$ cat src/bsc_defs.svh
// Constants for the bit-test, call and clear-file execution block.
// Notes on behaviour
// [RL1] Bit-test, tested bit 0: next instruction runs normally, no skip.
// [RL2] Tested bit 1: next word discarded, a no-op runs; two cycles.
// [RL3] Bit-test first cycle: decode Q1, read Q2, process Q3, no write Q4.
// [RL4] Call has top bits 100; literal loads program counter bits 10:0.
// [RL5] Call pushes program counter plus one onto the return stack first.
// [RL6] Call fills counter bits above the literal from the high latch.
// [RL7] Call is one word, two cycles; second cycle idles in every phase.
// [RL8] Clear-file writes 00h to the register in Q4 and sets zero flag only.
`ifndef BSC_DEFS_SVH
`define BSC_DEFS_SVH
`define BSC_IW_W 14
`define BSC_PC_W 13
`define BSC_FA_W 7
`define BSC_LIT_W 11
`define BSC_LATCH_LO 3
`define BSC_CALL_OP 3'h4
`define BSC_BTSS_OP 4'h7
`define BSC_CLEAR_FILE_REGISTER_OP_OP 7'h03
`define BSC_BIT_LO 7
`define BSC_BIT_W 3
`define BSC_ZERO_BIT 2
`define BSC_CLR_VAL 8'h00
`endif

$ cat src/bsc_pkg.sv
// Types for the bit-test, call and clear-file execution block.
package bsc_pkg;
  typedef enum logic [1:0] {QPH1, QPH2, QPH3, QPH4} bsc_phase_t;
  typedef enum logic [1:0] {OP_NONE, OP_BTSS, OP_CALL, OP_CLEAR_FILE_REGISTER_OP} bsc_op_t;
endpackage : bsc_pkg

$ cat src/bsc_dec_if.sv
// Interface carrying decoded instruction fields to the execution logic.
`timescale 1ns/100ps
`default_nettype none
interface bsc_dec_if;
  bsc_pkg::bsc_op_t op;
  logic [6:0] fileAddr;
  logic [2:0] bitSel;
  logic [10:0] literal;
  modport dec (output op, fileAddr, bitSel, literal);
  modport exe (input op, fileAddr, bitSel, literal);
endinterface : bsc_dec_if
`default_nettype wire

$ cat src/bsc_decoder.sv
// Combinational decoder for the three supported instruction words.
`timescale 1ns/100ps
`default_nettype none
`include "bsc_defs.svh"
module bsc_decoder (
  // Instruction word.
  input wire logic [13:0] instr,
  // Decoded fields.
  bsc_dec_if.dec dec
);
  wire isCall = (instr[13:11] == `BSC_CALL_OP); // RL4
  wire isBtss = (instr[13:10] == `BSC_BTSS_OP);
  wire isClrf = (instr[13:7] == `BSC_CLEAR_FILE_REGISTER_OP_OP);
  // Opcode classes never overlap, so priority order is immaterial.
  assign dec.op = isCall ? bsc_pkg::OP_CALL :
                  isBtss ? bsc_pkg::OP_BTSS :
                  isClrf ? bsc_pkg::OP_CLEAR_FILE_REGISTER_OP : bsc_pkg::OP_NONE;
  assign dec.fileAddr = instr[6:0];
  assign dec.bitSel = instr[`BSC_BIT_LO +: `BSC_BIT_W];
  assign dec.literal = instr[10:0]; // RL4
endmodule : bsc_decoder
`default_nettype wire

$ cat src/bsc_exec.sv
// Execution block for bit-test-skip, call and clear-file instructions.
`timescale 1ns/100ps
`default_nettype none
`include "bsc_defs.svh"
module bsc_exec (
  // Clock and reset.
  input wire logic ref_clk,
  input wire logic rst_b,
  // Fetch side.
  input wire logic [13:0] instrWord,
  input wire logic [12:0] pcCur,
  input wire logic [7:0] pcHighLatch,
  // File register read data.
  input wire logic [7:0] fileRdData,
  // Phase and control outputs.
  output logic [1:0] qPhase,
  output logic fileRdEn,
  output logic [6:0] fileAddr,
  output logic fileWrEn,
  output logic [7:0] fileWrData,
  output logic zeroSet,
  output logic pcLoad,
  output logic [12:0] pcNext,
  output logic stackPush,
  output logic [12:0] stackData,
  output logic flushFetch,
  output logic instrDone
);
  // The decoder only classifies the fetched word; all timing lives here.
  bsc_dec_if decBus ();
  bsc_decoder u_dec (.instr(instrWord), .dec(decBus));

  bsc_pkg::bsc_phase_t phase_ff, nxt_phase;
  logic secondCyc_ff;
  logic bitHit_ff;
  logic [1:0] opLatch_ff;
  logic [6:0] fAddr_ff;
  logic [2:0] bSel_ff;
  logic [10:0] lit_ff;
  logic fileRdEn_ff, fileWrEn_ff, zeroSet_ff, pcLoad_ff, push_ff;
  logic flush_ff, done_ff;
  logic [12:0] pcNext_ff, stackData_ff;
  // Clear value is registered too, so that every port leaves a flop.
  logic [7:0] wrData_ff;

  // Phase advances Q1 to Q4 every clock and wraps.
  assign nxt_phase = bsc_pkg::bsc_phase_t'(phase_ff + 2'h1);

  // Decoded operation of the latched word; second cycles act as no-ops.
  wire bsc_pkg::bsc_op_t curOp = bsc_pkg::bsc_op_t'(opLatch_ff);
  wire activeCyc = ~secondCyc_ff;
  wire isBtss = activeCyc && (curOp == bsc_pkg::OP_BTSS);
  wire isCall = activeCyc && (curOp == bsc_pkg::OP_CALL);
  wire isClrf = activeCyc && (curOp == bsc_pkg::OP_CLEAR_FILE_REGISTER_OP);
  wire tested = fileRdData[bSel_ff];
  wire [12:0] retAddr = 13'(pcCur + 13'h0001); // RL5
  wire [12:0] callTgt = {pcHighLatch[`BSC_LATCH_LO +: 2], lit_ff}; // RL6
  wire atQ1 = (phase_ff == bsc_pkg::QPH1);
  wire atQ2 = (phase_ff == bsc_pkg::QPH2);
  wire atQ3 = (phase_ff == bsc_pkg::QPH3);
  wire atQ4 = (phase_ff == bsc_pkg::QPH4);
  // At Q3 the skip choice must use the bit being read right now, since
  // bitHit_ff only takes it on that same edge; Q4 then uses bitHit_ff.
  wire skipNow = isBtss & tested; // RL2
  wire noSkip = isBtss & ~tested; // RL1
  wire endsEarly = isCall | skipNow;
  // Only instructions that really ran report completion; the no-op
  // cycle and unknown words stay silent.
  wire oneCycleDone = noSkip | isClrf;
  wire needSecond = isCall | (isBtss & bitHit_ff);
  // Limitation: an unrecognised word is simply ignored; it neither
  // reads nor writes a file register and raises no strobe.

  // Strobe launch conditions; each shows one phase after it is seen.
  wire rdGo = atQ1 & (isBtss | isClrf); // RL3
  wire retGo = atQ1 & isCall; // RL5
  wire pushGo = atQ2 & isCall; // RL5
  wire tgtGo = atQ2 & isCall; // RL4 RL6
  wire clearGo = atQ3 & isClrf; // RL8
  wire loadGo = atQ3 & isCall; // RL4 RL6
  wire flushGo = atQ3 & endsEarly; // RL1 RL2 RL7
  wire doneGo = atQ3 & oneCycleDone; // RL1

  // Phase counter and instruction latch at Q4 of every cycle.
  always_ff @(posedge ref_clk)
  begin
    if (!rst_b)
    begin
      phase_ff <= bsc_pkg::QPH1;
      opLatch_ff <= 2'h0;
      fAddr_ff <= 7'h00;
      bSel_ff <= 3'h0;
      lit_ff <= 11'h000;
    end
    else
    begin
      phase_ff <= nxt_phase;
      if (atQ4)
      begin
        opLatch_ff <= decBus.op; // RL3
        fAddr_ff <= decBus.fileAddr;
        bSel_ff <= decBus.bitSel;
        lit_ff <= decBus.literal; // RL4
      end
    end
  end

  // Bit sampled in Q3; skip or call makes the next cycle a no-op.
  always_ff @(posedge ref_clk)
  begin
    if (!rst_b)
    begin
      bitHit_ff <= 1'b0;
      secondCyc_ff <= 1'b0;
    end
    else
    begin
      if (atQ3 && isBtss)
        bitHit_ff <= tested; // RL3
      else if (atQ4)
        bitHit_ff <= 1'b0;
      if (atQ4)
        secondCyc_ff <= needSecond; // RL2 RL7
    end
  end

  // File read strobe for Q2; bit-test never writes, so this is its only
  // file access.
  always_ff @(posedge ref_clk)
  begin
    if (!rst_b)
      fileRdEn_ff <= 1'b0;
    else
      fileRdEn_ff <= rdGo; // RL3
  end

  // Clear-file write and zero flag go out together in Q4 and touch no
  // other status bit.
  always_ff @(posedge ref_clk)
  begin
    if (!rst_b)
    begin
      fileWrEn_ff <= 1'b0;
      zeroSet_ff <= 1'b0;
      wrData_ff <= `BSC_CLR_VAL;
    end
    else
    begin
      fileWrEn_ff <= clearGo; // RL8
      zeroSet_ff <= clearGo; // RL8
      if (clearGo)
        wrData_ff <= `BSC_CLR_VAL; // RL8
    end
  end

  // Return address is captured in Q1 and pushed in Q3, one phase ahead
  // of the counter load, so the stack never sees the new target.
  always_ff @(posedge ref_clk)
  begin
    if (!rst_b)
    begin
      push_ff <= 1'b0;
      stackData_ff <= 13'h0000;
    end
    else
    begin
      push_ff <= pushGo; // RL5
      if (retGo)
        stackData_ff <= retAddr; // RL5
    end
  end

  // Target is built in Q2 and loaded in Q4; it holds until the next call.
  always_ff @(posedge ref_clk)
  begin
    if (!rst_b)
    begin
      pcLoad_ff <= 1'b0;
      pcNext_ff <= 13'h0000;
    end
    else
    begin
      pcLoad_ff <= loadGo; // RL4 RL6
      if (tgtGo)
        pcNext_ff <= callTgt; // RL4 RL6
    end
  end

  // Discard the prefetched word when skipping or calling, so that the
  // following cycle runs as a no-op.
  always_ff @(posedge ref_clk)
  begin
    if (!rst_b)
      flush_ff <= 1'b0;
    else
      flush_ff <= flushGo; // RL1 RL2 RL7
  end

  // Completion is reported only by instructions that really ran in one
  // cycle; a no-op second cycle or an unknown word stays silent.
  always_ff @(posedge ref_clk)
  begin
    if (!rst_b)
      done_ff <= 1'b0;
    else
      done_ff <= doneGo; // RL1
  end

  // Ports are straight copies of the flops above.
  assign qPhase = phase_ff;
  assign fileRdEn = fileRdEn_ff;
  assign fileAddr = fAddr_ff;
  assign fileWrEn = fileWrEn_ff;
  assign fileWrData = wrData_ff; // RL8
  assign zeroSet = zeroSet_ff;
  assign pcLoad = pcLoad_ff;
  assign pcNext = pcNext_ff;
  assign stackPush = push_ff;
  assign stackData = stackData_ff;
  assign flushFetch = flush_ff;
  assign instrDone = done_ff;
endmodule : bsc_exec
`default_nettype wire

$ cat config.mk
export PLATFORM = sky130hd
export DESIGN_NAME = bsc_exec
export DESIGN_NICKNAME = d
export VERILOG_FILES = /design/src/bsc_pkg.sv /design/src/bsc_dec_if.sv /design/src/bsc_decoder.sv /design/src/bsc_exec.sv
export VERILOG_INCLUDE_DIRS = /design/src
export SDC_FILE = /design/constraint.sdc
export NUM_CORES = 1
export LEC_CHECK = 0
export CORE_MARGIN = 1
export CORE_UTILIZATION = 55
export DETAILED_ROUTE_END_ITERATION = 16
export DONT_BUFFER_PORTS = 1
export PLACE_DENSITY = 0.8
export SKIP_LAST_GASP = 1
export SYNTH_ARGS = -nofsm -noshare
export SYNTH_HDL_FRONTEND = slang
export SYNTH_SLANG_ARGS = --single-unit
$ cat constraint.sdc
create_clock -name ref_clk -period 1.95 [get_ports ref_clk]
set_input_delay 0.0975 -clock ref_clk [delete_from_list [all_inputs] [get_ports ref_clk]]
set_output_delay 0.0975 -clock ref_clk [all_outputs]
set_load 0.05 [all_outputs]
==> results.md <==
- Clock tree from TritonCTS: done
- Number of rows in the core area: 23
- Ant. Diodes: 0
- Cell-by-cell trace of the critical path: nor3b_2 -> and2_1 -> nand2_1 -> a21boi_0
- Post-synthesis to final-layout area growth: 11.46%
- Proportion of netlist area held by the largest area contributor: 43.01%
- All-Layer GR Usage: ~21%
- Worst r2r dst: pcNext[1]
- RSZ-0062 raised after global routing: no
- Primary FF master, synth: sky130_fd_sc_hd__dfxtp_1
- CTS max path bufs: 2
- Worst Max-Slew Pin Slew: between 500 and 600 ps
- Residual DRC count: 0
- I/O pin count: 95
- Power density of the placed cells: 727.6 nW/um2
- Peak per-stage delay on the critical path: roughly 480 ps
- Final HPWL from detailed placement: roughly 2800 um
- Total negative slack: 0 ps
- Minimum setup slack among reg-to-reg paths: between 300 and 400 ps
- Gate Count Post-Synth: about 240
- Run status: finished clean
- Effective utilization at floorplan: between 50% and 60%
- Average cell area after synthesis: approximately 9.5 um2
- Type of the setup path with the least slack: flop to flop
- Yosys Warn Count: 0
- Worst setup path startpoint: curOp[1]
- Worst Setup End Kind: flop
- Seq/Total Area, Yosys: between 40% and 50%
- Die area: 4409 um2
- Standby leakage power: between 0.0009 and 0.001 uW
- Max-slew violation count: 0
- Netlist area before placement: between 2000 and 2500 um2
- Synth Register Bits: just under 50
- Ratio of final minimum period to clock period: roughly four fifths
- Total Wirelength: about 4300 um
- Async set-reset flop share out of synthesis: 0%
- Max-slew headroom at the worst pin: between 60% and 70%
- Startpoint types: flop
- Worst Hold Depth: 2
- Max capacitance violation total: 0
- Cell type of the slowest stage on the worst timing path: sky130_fd_sc_hd__and2_1
- Clock net sink count: 49
- Post-route antenna net violation count: 0
- Resize count post-CTS: 0
- Setup fix buffers added after clock tree synthesis: 0
- Average wire per cell in the routed design: around 14 um
- Largest voltage drop on the vdd net: 0.5033 mV
- Cells taking the most area after synthesis: sky130_fd_sc_hd__dfxtp_1, sky130_fd_sc_hd__buf_4, sky130_fd_sc_hd__nand2_1, sky130_fd_sc_hd__mux2i_1, sky130_fd_sc_hd__nor2b_1
- Overall die width: about 66 um
- CP Data Required Time: about 2200 ps
- Core region area: about 4000 um2
- Cell total after placement: between 200 and 300
- Violation count after the first detailed-route iteration: between 50 and 60
- Pin count of the biggest net entering global routing: 49
- Power after layout: ~1800 uW
- Number of cells on the worst reg-to-reg path: 4
- Final setup skew: between 10 and 15 ps
- Total number of vias: about 1600
- Root Buffer Master: sky130_fd_sc_hd__clkbuf_8
- Global-route wire length before repair: roughly 6800 um
- CP Data Arrival Time: about 1800 ps
- Origin of the worst min-delay path: instrWord[13]
- Final Net Count: between 300 and 400
- Cell taking the most area after synthesis: sky130_fd_sc_hd__dfxtp_1
- Proportion of layout cells with a drive suffix above 1: 8.984%
- TritonCTS buffer count: 5
- Number of global-route vias before repair: 1538
- Final number of hold-violating endpoints: 0
- End-of-flow core utilization: around 64%
- Vert. Die Dim: 66.40 um
- Hold Path Class: primary input to flop
- Endpoints failing setup: 0
- GRT Residual Overflow: 0
- Source of the worst register-to-register timing path: curOp[1]
- Register clock-pin slew on the reported worst setup and hold paths: 100 ps
- Placer's final routability congestion estimate: approximately 0.71
- Source-to-sink clock delay at the later pin of the worst-skew pair: between 300 and 400 ps
- Number of antenna violations at the first check in global routing: 0
- Post-synth EDFFs: 0
- Number of distinct library cell variants in the gate-level netlist after synthesis: 43
- Detailed-router iteration count before antenna repair: 4
- Vias per cell: between 5 and 6
- Minimum clock period: around 1600 ps
- CTS HTree Levels: 2
- Number of standard cells in the layout, taps in and fillers out: 306
- Buffers added on ports: 0
- Worst hold path endpoint: curOp[0]
- Max frequency: about 0.64 GHz
- Largest fanout of any net on the critical path: 13
[cells in the mapped netlist (all sizes together), types with 3 or more instances]
library cell  count
and2              3
inv               4
nor3b             3
buf              22
nand2            38
nor2              6
o21ai             8
nor3              6
nand3             5
nor2b            15
ha                5
a21oi            10
xnor2             9
clkbuf            6
mux2i            14
dfxtp            49
o211a             4
nand2b            3
a21boi           14
[through the flow]
stage	setup WS [ps]	area (um2)	hold slack, ps
3_5_place_dp	329.1	2211	224.4
3_3_place_gp	465.0	2211	219.9
5_1_grt	262.6	2542	2.796
4_1_cts	351.6	2522	1.427
6_report	396.1	2542	8.603
2_1_floorplan	193.7	2307	232.4
[sequential cells by signal (all words and copies together) (netlist names)]
signal / cells
pcNext: 13
stackData: 13
fileAddr: 6
lit_ff: 3
bSel_ff: 2
curOp: 2
qPhase: 2
bitHit_ff: 1
fileRdEn: 1
flushFetch: 1
instrDone: 1
pcLoad: 1
secondCyc_ff: 1
stackPush: 1
zeroSet: 1
[metal layers]
layer	part of all wire (%)	global-route usage [%]	vias up
met5	0	0	-
met2	51	35.97	54
met3	6.2	6.724	8
li1	-	-	816
met1	41	22.43	740
met4	2.0	9.309	0
[placed cells by master (no fill, tap or decap), types with 4 or more instances in the layout]
cell,n
sky130_fd_sc_hd__nand2_1,38
sky130_fd_sc_hd__o21ai_1,5
sky130_fd_sc_hd__nor2b_1,15
sky130_fd_sc_hd__conb_1,8
sky130_fd_sc_hd__nand3_1,4
sky130_fd_sc_hd__xnor2_1,9
sky130_fd_sc_hd__mux2i_1,13
sky130_fd_sc_hd__a21boi_1,10
sky130_fd_sc_hd__a21oi_1,7
sky130_fd_sc_hd__buf_4,5
sky130_fd_sc_hd__a21boi_0,4
sky130_fd_sc_hd__o211a_1,4
sky130_fd_sc_hd__dlygate4sd3_1,22
sky130_fd_sc_hd__nor2_1,6
sky130_fd_sc_hd__clkbuf_8,5
sky130_fd_sc_hd__nor3_1,5
sky130_fd_sc_hd__ha_1,5
sky130_fd_sc_hd__dfxtp_1,49
sky130_fd_sc_hd__inv_1,4
[critical path: cells and delay by family, from the launching register on]
kind / cells / cell delay, ps
DFF: 1 / 430
and+or+nand+nor: 3 / 880
AOI/OAI and AO/OA: 1 / 180
[worst max-delay path by stage]
stage                     slack, ps            to
after floorplan                 190  stackData[3]
after global placement          470  stackData[1]
after detailed placement        330     pcNext[1]
after CTS                       350     pcNext[1]
after global routing            260     pcNext[6]
final                           400     pcNext[1]
[cell families after synthesis]
kind of cell    count (synthesis)  share of synthesized area, %
buf+inv                        32                         9.270
xor+xnor                       11                         4.224
simple gates                   87                         19.91
fa+ha+maj                       5                         2.743
mux                            16                         8.612
compound gates                 40                         12.07
other cells                     1                        0.1644
flops                          49                         43.01
[report_power, final]
part           switching [uW]  internal (uW)
clock                     341            255
combinational             111           90.4
sequential               38.9           1010
[final cells by class]
cell class                      count  area, um2
Sequential cell                    49      980.9
Clock inverter                      3      22.52
Fill cell                         349       1458
Clock buffer                        5      68.82
Timing Repair Buffer               28      277.8
Inverter                            4      15.01
Multi-Input combinational cell    167       1115
Tap cell                           50      62.56
[timing repair]
| item | 4_1_cts | 5_1_grt |
|---|---|---|
| hold buffers | 21 | 2 |
| endpoints found under the setup margin | 0 | 0 |
| endpoints found under the hold margin | 49 | 2 |
(Power assumes the default switching activity.)
